File: src/inc/rgbpwm_pkg.sv
// Purpose: shared constants and types for the rgb pwm driver
// Assumes: 100 MHz core clock, serial bus slave reached by scl and sda
// Notes:   register byte addresses and power-on configuration live here
package rgbpwm_pkg;
  localparam int          CLK_NS       = 10;
  localparam int          PWM_HZ       = 100;
  localparam int          BASE_NS      = 160;
  localparam int          BASE_CYCLES  = (BASE_NS + CLK_NS - 1) / CLK_NS;
  localparam logic [6:0]  CHIP_ADDR    = 7'h00;
  localparam logic [7:0]  ADDR_RED     = 8'hC0;
  localparam logic [7:0]  ADDR_GREEN   = 8'hC1;
  localparam logic [7:0]  ADDR_BLUE    = 8'hC2;
  localparam logic [7:0]  ADDR_REFRESH = 8'hC5;
  localparam logic [7:0]  DUTY_OFF     = 8'h00;
  localparam logic [7:0]  DUTY_MID     = 8'h80;
  localparam logic [7:0]  DUTY_FULL    = 8'hFF;
  localparam logic [7:0]  RED_INIT     = 8'h00;
  localparam logic [7:0]  GREEN_INIT   = 8'h00;
  localparam logic [7:0]  BLUE_INIT    = 8'h00;
  localparam logic [7:0]  REFRESH_INIT = 8'hF3;
  localparam logic [3:0]  BYTE_BITS    = 4'h8;
  localparam logic [3:0]  BIT_FIRST    = 4'h1;
  localparam logic [1:0]  CH_RED       = 2'h0;
  localparam logic [1:0]  CH_GREEN     = 2'h1;
  localparam logic [1:0]  CH_BLUE      = 2'h2;
  localparam logic [1:0]  CH_NONE      = 2'h3;

  typedef enum logic [8:0] {
    ST_IDLE    = 9'h001,
    ST_DEV     = 9'h002,
    ST_DEV_ACK = 9'h004,
    ST_REG     = 9'h008,
    ST_REG_ACK = 9'h010,
    ST_WR      = 9'h020,
    ST_WR_ACK  = 9'h040,
    ST_RD      = 9'h080,
    ST_RD_ACK  = 9'h100
  } rgbpwm_i2c_st_t;
endpackage : rgbpwm_pkg

File: src/core/rgbpwm_top.sv
// Purpose: three channel pwm cathode driver for an rgb led
// Assumes: serial bus host writes registers; pins synchronous to core_clk
// Notes:   register contents are lost at reset and reload power-on values
//
// Behaviour
// - written values are volatile; reset restores the power-on configuration.
// - refresh register sets the pwm period shared by all channels.
// - duty registers take 0 to 255, each step up to 254 one 256th of period; 255 is full on.
// - one shared phase counter, compared with three duty registers, drives red, green, blue on separate outputs.
// - red, green, blue duty registers sit at consecutive byte addresses.
// - refresh register has its own byte address apart from duties.
// - each further data byte in a write goes to the next address.
// - duty zero keeps channel off; maximum duty keeps it always on.
// - midscale duty gives roughly half-period pwm on that channel.
`timescale 1ns/1ns
`default_nettype none
module rgbpwm_top #(
  parameter logic [6:0] DEV_ADDR     = rgbpwm_pkg::CHIP_ADDR,
  parameter logic [7:0] RED_INIT     = rgbpwm_pkg::RED_INIT,
  parameter logic [7:0] GREEN_INIT   = rgbpwm_pkg::GREEN_INIT,
  parameter logic [7:0] BLUE_INIT    = rgbpwm_pkg::BLUE_INIT,
  parameter logic [7:0] REFRESH_INIT = rgbpwm_pkg::REFRESH_INIT,
  parameter int         BASE_CYCLES  = rgbpwm_pkg::BASE_CYCLES
) (
  input  wire logic core_clk,
  input  wire logic rst_n,
  input  wire logic scl_in,
  input  wire logic sda_in,
  output logic      sda_out,
  output logic      sda_oe,
  output logic      led_red_sink,
  output logic      led_green_sink,
  output logic      led_blue_sink
);
  import rgbpwm_pkg::*;

  localparam int NCH = 3;
  localparam logic [7:0]  CH_INIT [NCH] = '{RED_INIT, GREEN_INIT,
                                            BLUE_INIT};
  localparam logic [11:0] BASE_LAST     = 12'(BASE_CYCLES - 1);

  function automatic logic [1:0] chan_of(input logic [7:0] a);
    if (a == ADDR_RED)
      chan_of = CH_RED;
    else if (a == ADDR_GREEN)
      chan_of = CH_GREEN;
    else if (a == ADDR_BLUE)
      chan_of = CH_BLUE;
    else
      chan_of = CH_NONE;
  endfunction : chan_of

  logic [7:0]     duty_q [NCH];
  logic [7:0]     refresh_period_counter;
  logic [11:0]    base_cnt;
  logic [7:0]     step_cnt;
  logic [7:0]     phase;
  logic [NCH-1:0] sink;
  logic           wr_stb;
  logic [7:0]     reg_addr;
  logic [7:0]     wr_data;
  logic [7:0]     rd_data;

  wire logic [1:0] addr_ch     = chan_of(reg_addr);
  wire logic       refresh_hit = (reg_addr == ADDR_REFRESH);
  wire logic       refresh_wr  = wr_stb && refresh_hit;
  wire logic       base_tick   = (base_cnt == BASE_LAST);
  wire logic       step_tick   = base_tick &&
                                 (step_cnt == refresh_period_counter);

  // unmapped addresses read as zero and ignore writes
  assign rd_data = refresh_hit ? refresh_period_counter :
                   (addr_ch != CH_NONE) ? duty_q[addr_ch] : DUTY_OFF;

  assign led_red_sink   = sink[CH_RED];
  assign led_green_sink = sink[CH_GREEN];
  assign led_blue_sink  = sink[CH_BLUE];

  rgbpwm_i2c_slave #(
    .DEV_ADDR (DEV_ADDR)
  ) u_slave (
    .core_clk (core_clk),
    .rst_n    (rst_n),
    .scl_in   (scl_in),
    .sda_in   (sda_in),
    .sda_out  (sda_out),
    .sda_oe   (sda_oe),
    .wr_stb   (wr_stb),
    .reg_addr (reg_addr),
    .wr_data  (wr_data),
    .rd_data  (rd_data)
  );

  // step length is (refresh+1) base ticks; period is 256 steps
  always_ff @(posedge core_clk or negedge rst_n) begin
    if (!rst_n) begin
      refresh_period_counter <= REFRESH_INIT;
      base_cnt               <= 12'h000;
      step_cnt               <= 8'h00;
      phase                  <= 8'h00;
    end else begin
      if (refresh_wr)
        refresh_period_counter <= wr_data;
      base_cnt <= base_tick ? 12'h000 : base_cnt + 12'h001;
      if (step_tick)
        step_cnt <= 8'h00;
      else if (base_tick)
        step_cnt <= step_cnt + 8'h01;
      if (step_tick)
        phase <= phase + 8'h01;
    end
  end

  // a shorter refresh written mid-step just waits for step_cnt to wrap;
  // duty updates act at once, so one period may show a partial pulse
  for (genvar i = 0; i < NCH; i++) begin : g_ch
    wire logic on = (duty_q[i] == DUTY_FULL) || (phase < duty_q[i]);
    always_ff @(posedge core_clk or negedge rst_n) begin
      if (!rst_n) begin
        duty_q[i] <= CH_INIT[i];
        sink[i]   <= 1'b0;
      end else begin
        if (wr_stb && addr_ch == 2'(i))
          duty_q[i] <= wr_data;
        sink[i] <= on;
      end
    end
  end

  // checking aid: cycles between steps while refresh stays put
  logic [19:0] gap_cnt;
  logic        gap_valid;
  always_ff @(posedge core_clk or negedge rst_n) begin
    if (!rst_n) begin
      gap_cnt   <= 20'h00000;
      gap_valid <= 1'b0;
    end else begin
      gap_cnt   <= step_tick ? 20'h00000 : gap_cnt + 20'h00001;
      gap_valid <= step_tick ? 1'b1 : gap_valid && !refresh_wr;
    end
  end

  a_reset_defaults : assert property (
    @(posedge core_clk)
    $rose(rst_n) |-> duty_q[CH_RED] == RED_INIT &&
      duty_q[CH_GREEN] == GREEN_INIT && duty_q[CH_BLUE] == BLUE_INIT &&
      refresh_period_counter == REFRESH_INIT
  ) else $error("registers not at power-on values after reset");

  a_step_length : assert property (
    @(posedge core_clk) disable iff (!rst_n)
    (step_tick && gap_valid && !refresh_wr) |->
      gap_cnt == 20'((int'(refresh_period_counter) + 1) * BASE_CYCLES - 1)
  ) else $error("pwm step length does not follow refresh register");

  a_phase_wrap : assert property (
    @(posedge core_clk) disable iff (!rst_n)
    (step_tick && phase == DUTY_FULL) |=> phase == DUTY_OFF
  ) else $error("pwm period is not 256 steps");

  a_red_compare : assert property (
    @(posedge core_clk) disable iff (!rst_n)
    !$rose(rst_n) |-> led_red_sink ==
      ($past(phase) < $past(duty_q[CH_RED]) ||
       $past(duty_q[CH_RED]) == DUTY_FULL)
  ) else $error("red sink does not follow duty compare");

  a_blue_compare : assert property (
    @(posedge core_clk) disable iff (!rst_n)
    !$rose(rst_n) |-> led_blue_sink ==
      ($past(phase) < $past(duty_q[CH_BLUE]) ||
       $past(duty_q[CH_BLUE]) == DUTY_FULL)
  ) else $error("blue sink does not follow its own duty");

  a_zero_off : assert property (
    @(posedge core_clk) disable iff (!rst_n)
    $past(duty_q[CH_GREEN]) == DUTY_OFF |-> !led_green_sink
  ) else $error("green sinks with zero duty");

  a_full_on : assert property (
    @(posedge core_clk) disable iff (!rst_n)
    (!$rose(rst_n) && $past(duty_q[CH_RED]) == DUTY_FULL) |-> led_red_sink
  ) else $error("red released with full duty");

  a_midscale : assert property (
    @(posedge core_clk) disable iff (!rst_n)
    (!$rose(rst_n) && $past(duty_q[CH_GREEN]) == DUTY_MID) |->
      led_green_sink == !$past(phase[7])
  ) else $error("midscale duty is not half period");

  a_green_write : assert property (
    @(posedge core_clk) disable iff (!rst_n)
    (wr_stb && reg_addr == ADDR_GREEN) |=>
      duty_q[CH_GREEN] == $past(wr_data) && $stable(duty_q[CH_RED]) &&
      $stable(duty_q[CH_BLUE])
  ) else $error("green write landed on the wrong register");

  a_refresh_write : assert property (
    @(posedge core_clk) disable iff (!rst_n)
    (wr_stb && reg_addr == ADDR_REFRESH) |=>
      refresh_period_counter == $past(wr_data) && $stable(duty_q[CH_RED])
  ) else $error("refresh write not stored");

  a_unmapped_keep : assert property (
    @(posedge core_clk) disable iff (!rst_n)
    (wr_stb && chan_of(reg_addr) == CH_NONE && !refresh_hit) |=>
      $stable(duty_q[CH_RED]) && $stable(duty_q[CH_GREEN]) &&
      $stable(duty_q[CH_BLUE]) && $stable(refresh_period_counter)
  ) else $error("unmapped write changed a register");
endmodule : rgbpwm_top
`default_nettype wire

File: src/core/rgbpwm_i2c_slave.sv
// Purpose: serial bus slave with auto-incrementing register pointer
// Assumes: scl and sda already synchronous to core_clk, slow vs. clock
// Notes:   sda is open drain; sda_oe high pulls the line low
`timescale 1ns/1ns
`default_nettype none
module rgbpwm_i2c_slave #(
  parameter logic [6:0] DEV_ADDR = rgbpwm_pkg::CHIP_ADDR
) (
  input  wire logic       core_clk,
  input  wire logic       rst_n,
  input  wire logic       scl_in,
  input  wire logic       sda_in,
  output logic            sda_out,
  output logic            sda_oe,
  output logic            wr_stb,
  output logic [7:0]      reg_addr,
  output logic [7:0]      wr_data,
  input  wire logic [7:0] rd_data
);
  import rgbpwm_pkg::*;

  rgbpwm_i2c_st_t state;
  logic           scl_q;
  logic           sda_q;
  logic           rw;
  logic           more;
  logic [3:0]     bit_cnt;
  logic [7:0]     shift;
  logic [7:0]     tx;

  wire logic       scl_rise   = scl_in & ~scl_q;
  wire logic       scl_fall   = ~scl_in & scl_q;
  wire logic       start_c    = scl_in & scl_q & sda_q & ~sda_in;
  wire logic       stop_c     = scl_in & scl_q & ~sda_q & sda_in;
  wire logic       byte_done  = (bit_cnt == BYTE_BITS);
  wire logic       addr_hit   = (shift[7:1] == DEV_ADDR);
  wire logic [7:0] next_shift = {shift[6:0], sda_in};
  wire logic [3:0] next_bit   = bit_cnt + 4'h1;
  wire logic       rx_state   = (state == ST_DEV) || (state == ST_REG) ||
                                (state == ST_WR);

  assign sda_out = 1'b0;

  // a start or stop anywhere re-frames the transfer
  always_ff @(posedge core_clk or negedge rst_n) begin
    if (!rst_n) begin
      state    <= ST_IDLE;
      scl_q    <= 1'b1;
      sda_q    <= 1'b1;
      rw       <= 1'b0;
      more     <= 1'b0;
      bit_cnt  <= 4'h0;
      shift    <= 8'h00;
      tx       <= 8'h00;
      sda_oe   <= 1'b0;
      wr_stb   <= 1'b0;
      reg_addr <= 8'h00;
      wr_data  <= 8'h00;
    end else begin
      scl_q  <= scl_in;
      sda_q  <= sda_in;
      wr_stb <= 1'b0;
      if (start_c) begin
        state   <= ST_DEV;
        bit_cnt <= 4'h0;
        sda_oe  <= 1'b0;
      end else if (stop_c) begin
        state  <= ST_IDLE;
        sda_oe <= 1'b0;
      end else if (rx_state && scl_rise && !byte_done) begin
        shift   <= next_shift;
        bit_cnt <= next_bit;
      end else if (scl_fall) begin
        case (state)
          ST_DEV: if (byte_done) begin
            state  <= addr_hit ? ST_DEV_ACK : ST_IDLE;
            sda_oe <= addr_hit;
            rw     <= shift[0];
          end
          ST_DEV_ACK: begin
            state   <= rw ? ST_RD : ST_REG;
            sda_oe  <= rw & ~rd_data[7];
            tx      <= {rd_data[6:0], 1'b0};
            bit_cnt <= rw ? BIT_FIRST : 4'h0;
          end
          ST_REG: if (byte_done) begin
            state    <= ST_REG_ACK;
            reg_addr <= shift;
            sda_oe   <= 1'b1;
          end
          ST_WR: if (byte_done) begin
            state   <= ST_WR_ACK;
            wr_data <= shift;
            wr_stb  <= 1'b1;
            sda_oe  <= 1'b1;
          end
          ST_REG_ACK, ST_WR_ACK: begin
            state   <= ST_WR;
            sda_oe  <= 1'b0;
            bit_cnt <= 4'h0;
            if (state == ST_WR_ACK)
              reg_addr <= reg_addr + 8'h01;
          end
          ST_RD: if (byte_done) begin
            state    <= ST_RD_ACK;
            sda_oe   <= 1'b0;
            reg_addr <= reg_addr + 8'h01;
          end else begin
            sda_oe  <= ~tx[7];
            tx      <= {tx[6:0], 1'b0};
            bit_cnt <= next_bit;
          end
          ST_RD_ACK: begin
            state   <= more ? ST_RD : ST_IDLE;
            sda_oe  <= more & ~rd_data[7];
            tx      <= {rd_data[6:0], 1'b0};
            bit_cnt <= BIT_FIRST;
          end
          default: state <= ST_IDLE;
        endcase
      end else if (scl_rise && state == ST_RD_ACK) begin
        more <= ~sda_in;
      end
    end
  end

  a_pointer_step : assert property (
    @(posedge core_clk) disable iff (!rst_n)
    (state == ST_WR_ACK && scl_fall && !start_c && !stop_c)
      |=> reg_addr == $past(reg_addr) + 8'h01 && state == ST_WR
  ) else $error("pointer did not advance after data byte");
endmodule : rgbpwm_i2c_slave
`default_nettype wire

File: config.mk
export PLATFORM = sky130hd
export DESIGN_NAME = rgbpwm_top
export DESIGN_NICKNAME = d
export VERILOG_FILES = /design/src/inc/rgbpwm_pkg.sv /design/src/core/rgbpwm_top.sv /design/src/core/rgbpwm_i2c_slave.sv
export SDC_FILE = /design/constraint.sdc
export NUM_CORES = 1
export LEC_CHECK = 0
export BUFFER_PORTS_ARGS = -buffer_cell sky130_fd_sc_hd__clkbuf_2
export CORE_ASPECT_RATIO = 1.5
export CORE_MARGIN = 2
export CORE_UTILIZATION = 40
export CTS_BUF_LIST = sky130_fd_sc_hd__clkbuf_4
export DETAILED_ROUTE_END_ITERATION = 7
export PLACE_DENSITY_LB_ADDON = 0.1
export SYNTH_ARGS = -nofsm -noshare
export SYNTH_HDL_FRONTEND = slang
export SYNTH_SLANG_ARGS = --single-unit
File: constraint.sdc
create_clock -name core_clk -period 2.9 [get_ports core_clk]
set_input_delay 0 -clock core_clk [delete_from_list [all_inputs] [get_ports core_clk]]
set_output_delay 0 -clock core_clk [all_outputs]
set_load 0.02 [all_outputs]
# After elaboration in Yosys (flattened, before gate mapping)
# Index checks and enable logic that the tools add are counted.
# W data, S select, Z words.
[word_totals]
ff_bits = 114
in_bits = 4
output_inout_bits = 5
[op_classes]
addsub = 5
magnitude_cmp = 4
n_eq_ne = 33
mux = 50
n_bitwise = 20
n_reduce_logical = 35
[op_table]
columns = ["op", "count"]
rows = [
  ["$mux W8", 12],
  ["$mux W9", 8],
  ["$pmux W9 S7", 1],
  ["$eq A8 B8 Y1 const B", 7],
  ["$add A8 B1 Y8 const B", 3],
  ["$lt A8 B8 Y1", 3],
  ["$pmux W8 S3", 1],
  ["$reduce_and A6 Y1", 4],
  ["$mux W4", 5],
  ["$ne A4 B1 Y1 const B", 5],
  ["$bmux W8 S2", 1],
  ["$pmux W4 S4", 1],
  ["$pmux W8 S2", 1],
  ["$mux W1", 15],
  ["$add A12 B1 Y12 const B", 1],
  ["$eq A12 B4 Y1 const B", 1],
  ["$mux W12", 1],
  ["$not A1 Y1", 10],
  ["$reduce_and A5 Y1", 2],
  ["$and A1 B1 Y1", 9],
  ["$eq A9 B2 Y1 const B", 1],
  ["$eq A9 B3 Y1 const B", 1],
  ["$eq A9 B4 Y1 const B", 1],
  ["$eq A9 B5 Y1 const B", 1],
  ["other kinds (31)", 52],
]

# Logic depth before layout (Yosys ltp)
[logic_depth]
word_depth = 17
depth_mapped = 9
depth_no_buf = 8

# Hierarchy
# A second synthesis with hierarchy kept.
[hier_totals]
cells_unflattened = 661
area_unflattened_um2 = 6546.3
[modules_own_cells]
columns = ["module", "instances", "cells_each", "area_each_um2"]
rows = [
  ["rgbpwm_top", 1, 335, 3524.6],
  ["rgbpwm_i2c_slave", 1, 326, 3021.6],
]

# Least setup slack after synthesis
# No wires, ideal clock.
[synth_timing]
path_kind = "register -> register"
startpoint = "register u_slave.state[1]"
endpoint = "register u_slave.state[0]"
arrival_ns = 2.108
required_time_ns = 2.818
setup_slack_ns = 0.710
path_stages_with_launch = 8
synth_period_minus_slack_ns = 2.190
cell_sequence = "dfrtp_1 or4_1 buf_2 or3_4 o21ai_2 a21oi_2 nor2_4 mux2_2"
[synth_via]
elab_chain_cells = 7
elab_cells_between_ends = 24
cone_classes = "eq/ne (13); mux (5); reduce/logical (6)"
[synth_lines]
columns = ["item", "line", "rtl"]
rows = [
  ["start: declaration", "rgbpwm_i2c_slave.sv:22", "rgbpwm_i2c_st_t state;"],
  ["start signal: assignment", "rgbpwm_i2c_slave.sv:76", "state <= addr_hit ? ST_DEV_ACK : ST_IDLE;"],
  ["start signal: assignment", "rgbpwm_i2c_slave.sv:81", "state <= rw ? ST_RD : ST_REG;"],
  ["start signal: assignment", "rgbpwm_i2c_slave.sv:114", "state <= more ? ST_RD : ST_IDLE;"],
  ["$eq A9 B5 Y1 (tied with other cells)", "rgbpwm_i2c_slave.sv:74", "case (state)"],
  ["$reduce_or A2 Y1 or $logic_or A1 B1 Y1 (tied branches)", "rgbpwm_i2c_slave.sv:74, rgbpwm_i2c_slave.sv:39", ""],
  ["$pmux W9 S7 or $logic_or A1 B1 Y1 (tied branches)", "rgbpwm_i2c_slave.sv:74, rgbpwm_i2c_slave.sv:39", ""],
  ["$mux W9 or $logic_and A1 B1 Y1 (tied branches)", "rgbpwm_i2c_slave.sv:73, rgbpwm_i2c_slave.sv:70", ""],
  ["$mux W9 or $logic_and A1 B1 Y1 (tied branches)", "rgbpwm_i2c_slave.sv:70", "end else if (rx_state && scl_rise && !byte_done) begin"],
  ["$mux W9 or $ne A3 B1 Y1 (tied branches)", "--", ""],
  ["$mux W9 or $reduce_and A6 Y1 (tied branches)", "--", ""],
]
# Several ways; a longest one is shown, not always the timed one. The select of a mux whose other input is x is not followed.
# A chain may end at the register's enable or synchronous reset.

# Worst setup path after layout
[layout_timing]
startpoint = "register u_slave.reg_addr[0]"
endpoint = "register u_slave.sda_oe"
[layout_via]
elab_chain_cells = 17
elab_cells_between_ends = 22
cone_classes = "eq/ne (5); mux (13); bitwise (4)"
[layout_lines]
columns = ["item", "line", "rtl"]
rows = [
  ["start: declaration", "rgbpwm_i2c_slave.sv:16", "output logic [7:0] reg_addr,"],
  ["start signal: assignment", "rgbpwm_i2c_slave.sv:88", "reg_addr <= shift;"],
  ["start signal: assignment", "rgbpwm_i2c_slave.sv:102", "reg_addr <= reg_addr + 8'h01;"],
  ["start signal: assignment", "rgbpwm_i2c_slave.sv:107", "reg_addr <= reg_addr + 8'h01;"],
  ["$eq A8 B8 Y1", "rgbpwm_top.sv:47", "else if (a == ADDR_BLUE)"],
  ["$mux W1", "rgbpwm_top.sv:47", ""],
  ["$mux W2", "rgbpwm_top.sv:45", "else if (a == ADDR_GREEN)"],
  ["$mux W2", "rgbpwm_top.sv:43", "if (a == ADDR_RED)"],
  ["$not A2 Y3 (implied by the code)", "rgbpwm_top.sv:73", "(addr_ch != CH_NONE) ? duty_q[addr_ch] : DUTY_OFF;"],
  ["$bmux W8 S2", "rgbpwm_top.sv:73", ""],
  ["$mux W8 (implied by the code) (2 in series)", "rgbpwm_top.sv:73", ""],
  ["$mux W8", "rgbpwm_top.sv:73", ""],
  ["$mux W8 *", "rgbpwm_top.sv:72", "assign rd_data = refresh_hit ? refresh_period_counter :"],
  ["$not A1 Y1 *", "rgbpwm_i2c_slave.sv:82, rgbpwm_i2c_slave.sv:115", ""],
  ["$and A1 B1 Y1, on equally long branches", "rgbpwm_i2c_slave.sv:115, rgbpwm_i2c_slave.sv:82", ""],
  ["$pmux W1 S6 *", "rgbpwm_i2c_slave.sv:74", ""],
  ["$mux W1 *", "rgbpwm_i2c_slave.sv:73", "end else if (scl_fall) begin"],
  ["$mux W1 *", "rgbpwm_i2c_slave.sv:70", ""],
  ["$mux W1 *", "rgbpwm_i2c_slave.sv:67", "end else if (stop_c) begin"],
  ["$mux W1 *", "rgbpwm_i2c_slave.sv:63", "if (start_c) begin"],
  ["end signal: assignment", "rgbpwm_i2c_slave.sv:77", "sda_oe <= addr_hit;"],
  ["end signal: assignment", "rgbpwm_i2c_slave.sv:82", "sda_oe <= rw & ~rd_data[7];"],
  ["end signal: assignment", "rgbpwm_i2c_slave.sv:109", "sda_oe <= ~tx[7];"],
  ["end: declaration", "rgbpwm_i2c_slave.sv:14", "output logic sda_oe,"],
]
# Every way passes the cells marked *; elsewhere a longest branch is shown, timed or not. The select of a mux whose other input is x is not followed.

==> impl_summary.log <==
[metrics] Via density: roughly 5.5
[metrics] drt initial violations: between 200 and 300
[metrics] Crit path required time: 3.32 ns
[metrics] sequential share of power: 0.543
[metrics] insertion delay of the later-clocked pin in the worst-skew pair: 0.53 ns
[metrics] Die Footprint: around 16,000 um^2
[metrics] internal power: ~0.0023 W
[metrics] Avg Inst Size Synth: roughly 10 um^2
[metrics] routed length on met1: about 5800 um
[metrics] setup repair after global routing missed its margin: no
[metrics] final setup violation count: 0
[metrics] Clock power frac: 0.409
[metrics] final hold violation count: 0
[metrics] relative max-transition margin: 0.524
[metrics] cell area after synthesis: just over 6000 um^2
[metrics] number of synthesized register bits: 113
[metrics] relative area change from synthesis to final layout: 9.95%
[metrics] highest clock rate: between 400 and 500 MHz
[metrics] width of the die: ~110 um
[metrics] clock skew after layout: 0.0106 ns
[metrics] cell count after synthesis: 595
[metrics] total congestion overflow: 0
[metrics] startpoint type of the worst setup path: register
[metrics] source of the critical timing path: u_slave.reg_addr[0]
[metrics] CP top delay family: simple AND/OR/NAND/NOR gates
[metrics] worst slew pin tran: just over 0.7 ns
[metrics] GPL Wtd Cong: 0.855
[metrics] worst path cell trace: inv_1 -> ha_1 -> nor2b_1 -> nand3b_1 -> a31o_2 -> nand3_1 -> a31oi_1 -> mux2_1
[metrics] instance area after placement: ~6500 um^2
[metrics] wirelength, routed: between 10,000 and 15,000 um
[metrics] switching component of the power: 0.000720 W
[metrics] peak supply drop: 0.224 mV
[metrics] final clock period utilization by the worst path: 0.817
[metrics] synthesis warning total: 0
[metrics] number of synthesized flops with an enable pin: 0
[metrics] number of global-route vias before repair: approximately 4,600
[metrics] Setup Fix Bufs, Post-CTS: 0
[metrics] total via count in the routed design: around 4,600
[metrics] startpoint of the worst-slack reg-to-reg timing path: u_slave.reg_addr[0]
[metrics] clock-pin slew reported for the worst setup and hold paths after clock tree synthesis: 0.10 ns
[metrics] maximum buffer depth of the clock tree: 2
[metrics] Total GRT Usage: 0.190
[metrics] most used flip-flop cell after synthesis: dfrtp_1
[metrics] sequential cell area fraction in the yosys report: 0.461
[metrics] stage delay of the slowest cell on the critical path: approximately 0.46 ns
[metrics] share of async-settable or async-resettable flops after synthesis: 1.00
[metrics] number of hold buffers added after cts: 3
[metrics] count of placed standard cells including taps: around 800
[metrics] detailed placer's ending HPWL: approximately 11,000 um
[metrics] Max Cap Violations: 0
[metrics] number of port buffers: 7
[metrics] antenna violation net count after detailed routing: 0
[metrics] worst hold path class: in2async
[metrics] H-tree level count: 4
[metrics] post-route cell area: roughly 6800 um^2
[metrics] aggregate negative setup slack: 0 ns
[metrics] TritonCTS clock tree: built
[metrics] net switching share of the total power: 0.241
[metrics] critical path capture point type: register
[metrics] library cell contributing the largest single delay on the critical path: dfrtp_1
[metrics] Slew Viols, Final: 0
[metrics] result of the run: complete, no violations
[metrics] number of gates resized after cts: 0
[metrics] largest fanout of any net on the critical path: 12
[metrics] buffers and inverters on the worst path: 1
[metrics] highest signal layer in the routed design: met4
[metrics] maximum number of pins on one net before global-route repair: 63
[metrics] first-pass GRT wire length: approximately 24,000 um
[metrics] portion of total power attributed to combinational logic: 0.048
[metrics] WP data arrival: 2.79 ns
[metrics] Placeable Area: about 15,000 um^2
[metrics] clock root buffer: clkbuf_4
[metrics] Rows: 55
[metrics] die boundary height: ~160 um
[metrics] sum of met2 wire segment lengths after detailed routing: 7950 um
[metrics] Power Dens Cells: 440 nW/um^2
[metrics] Layout Cells excl Fill: between 800 and 900
[metrics] LEAKAGE: between 3 and 4 nW
[metrics] Yosys cell types: 60
[metrics] cts bufs inserted: 17
[metrics] clock sink count: roughly 110
[metrics] wire length per cell after detailed routing: about 17 um
[metrics] Starting Density: 0.409
[metrics] antenna violations before repair: 1
[metrics] count of TritonRoute iterations in the first routing pass: 5
[metrics] Net Count, Synth: 629
[metrics] crit path kind: reg2reg
[metrics] final worst path period need: 2.37 ns
[metrics] DRC Markers: 0
[metrics] nets: between 600 and 700
[metrics] detailed-routed wire length on met3: ~470 um
[metrics] fraction of layout cells with a size suffix above 1: 0.184
[metrics] count of boundary I/O pins: 9
-- cells in the mapped netlist (2+ instances only) --
cell | n | area share
and3_1 | 11 | 0.011
nor4_1 | 4 | 0.0041
o22a_1 | 6 | 0.0085
or2_2 | 2 | 0.0020
and2_1 | 3 | 0.0030
clkbuf_1 | 7 | 0.0043
o22ai_1 | 5 | 0.0051
a31o_2 | 2 | 0.0028
nor3_1 | 8 | 0.0065
buf_2 | 8 | 0.0065
buf_4 | 4 | 0.0049
o21ai_0 | 30 | 0.024
o21ai_2 | 2 | 0.0028
inv_1 | 31 | 0.019
nand2b_1 | 14 | 0.014
a211oi_1 | 11 | 0.013
nand2_1 | 47 | 0.029
a22o_1 | 8 | 0.011
mux2_2 | 37 | 0.068
nor2b_1 | 14 | 0.014
dfrtp_1 | 104 | 0.42
nor2_1 | 34 | 0.021
nand3b_1 | 3 | 0.0037
xnor2_1 | 22 | 0.031
xor2_1 | 8 | 0.011
or4_1 | 3 | 0.0037
nand3_1 | 21 | 0.017
or3_4 | 3 | 0.0055
o2111ai_1 | 4 | 0.0057
a21o_1 | 17 | 0.021
a21oi_1 | 17 | 0.014
a31oi_1 | 4 | 0.0041
nand4_1 | 14 | 0.014
mux2i_1 | 10 | 0.016
ha_1 | 30 | 0.061
nor3_2 | 2 | 0.0032
a222oi_1 | 7 | 0.011
o31ai_1 | 5 | 0.0061
dfstp_2 | 9 | 0.038
or3_1 | 3 | 0.0030
o211ai_1 | 2 | 0.0024
-- power by group through the flow --
stage | sequential (W) | clock (W) | combinational (W)
final | 0.00162 | 0.00122 | 0.000144
after global routing | 0.00162 | 0.00135 | 0.000163
after CTS | 0.00162 | 0.00127 | 0.000147
after detailed placement | 0.00165 | 0 | 0.000144
after global placement | 0.00165 | 0 | 0.000142
after floorplan | 0.00164 | 0 | 0.0000749
-- final timing paths --
path	depth (start not counted)	slack, ns	to
worst max-delay path	8	0.53	u_slave.sda_oe
worst min-delay path	2	0.04	led_red_sink
worst max register to register	8	0.53	u_slave.sda_oe
worst min register to register	1	0.46	base_cnt[0]
max in group asynchronous	3	2.03	u_slave.sda_q
min in group core_clk	2	0.14	u_slave.scl_q
-- sequential cells by signal, summed over array words and instances (netlist names), 7 cells and up --
| name | count |
|---|---|
| step_cnt | 8 |
| u_slave.reg_addr | 8 |
| refresh_period_counter | 8 |
| u_slave.state | 9 |
| duty_q | 24 |
| u_slave.wr_data | 8 |
| u_slave.tx | 7 |
| base_cnt | 12 |
| phase | 8 |
| u_slave.shift | 8 |
-- per-stage QoR --
step	power (W)	util	hold slack, ns	setup slack, ns
6_report	0.00299	0.450	0.0429	0.530
3_3_place_gp	0.00179	0.428	0.0944	0.564
2_1_floorplan	0.00172	-	-0.296	0.710
4_1_cts	0.00304	0.450	0.0316	0.533
5_1_grt	0.00314	0.450	0.0532	0.266
3_5_place_dp	0.00179	0.428	0.0946	0.554
-- metal layers --
metal	track usage	vias up
met3	0.0439	22
met5	0	-
met1	0.213	2274
met4	0.0768	0
li1	-	2198
met2	0.346	84
-- logic make-up after synthesis --
group,after synthesis,share of synthesized area
other,1,0.000608
AND/OR/NAND/NOR,195,0.170
adder cells (fa/ha/maj),30,0.0609
AO/OA/AOI/OAI,127,0.144
flip-flops,113,0.461
buffers and inverters,51,0.0363
multiplexers,48,0.0857
XOR/XNOR,30,0.0426
-- layout make-up --
class / instances / area (um^2)
tap: 199 / 249
clock buffer: 20 / 150
sequential: 113 / 2840
timing repair buffer: 23 / 178
antenna: 1 / 2.50
multi-input combinational: 431 / 3100
inverter: 31 / 116
clock inverter: 12 / 141
fill: 1432 / 8290
-- cell usage in the layout (no fill, tap or decap), types with 4 or more instances in the layout --
master     instances
dfstp_2            9
o22ai_1            5
a21oi_1           17
clkinv_2           5
a22o_1             8
mux2i_1           10
ha_1              30
clkbuf_2           6
nand2_1           47
a222oi_1           7
nor4_1             4
nor3_1             8
a31oi_1            4
nand3_1           21
nor2_1            34
clkbuf_4          20
buf_4             13
nand4_1           14
nand2b_1          14
o2111ai_1          4
dfrtp_1          104
xor2_1             8
mux2_2            37
o22a_1             6
o31ai_1            5
inv_1             31
o21ai_0           30
and3_1            11
a211oi_1          11
nor2b_1           14
a21o_1            17
xnor2_1           22
No activity file was read; power rests on OpenSTA's default activity.
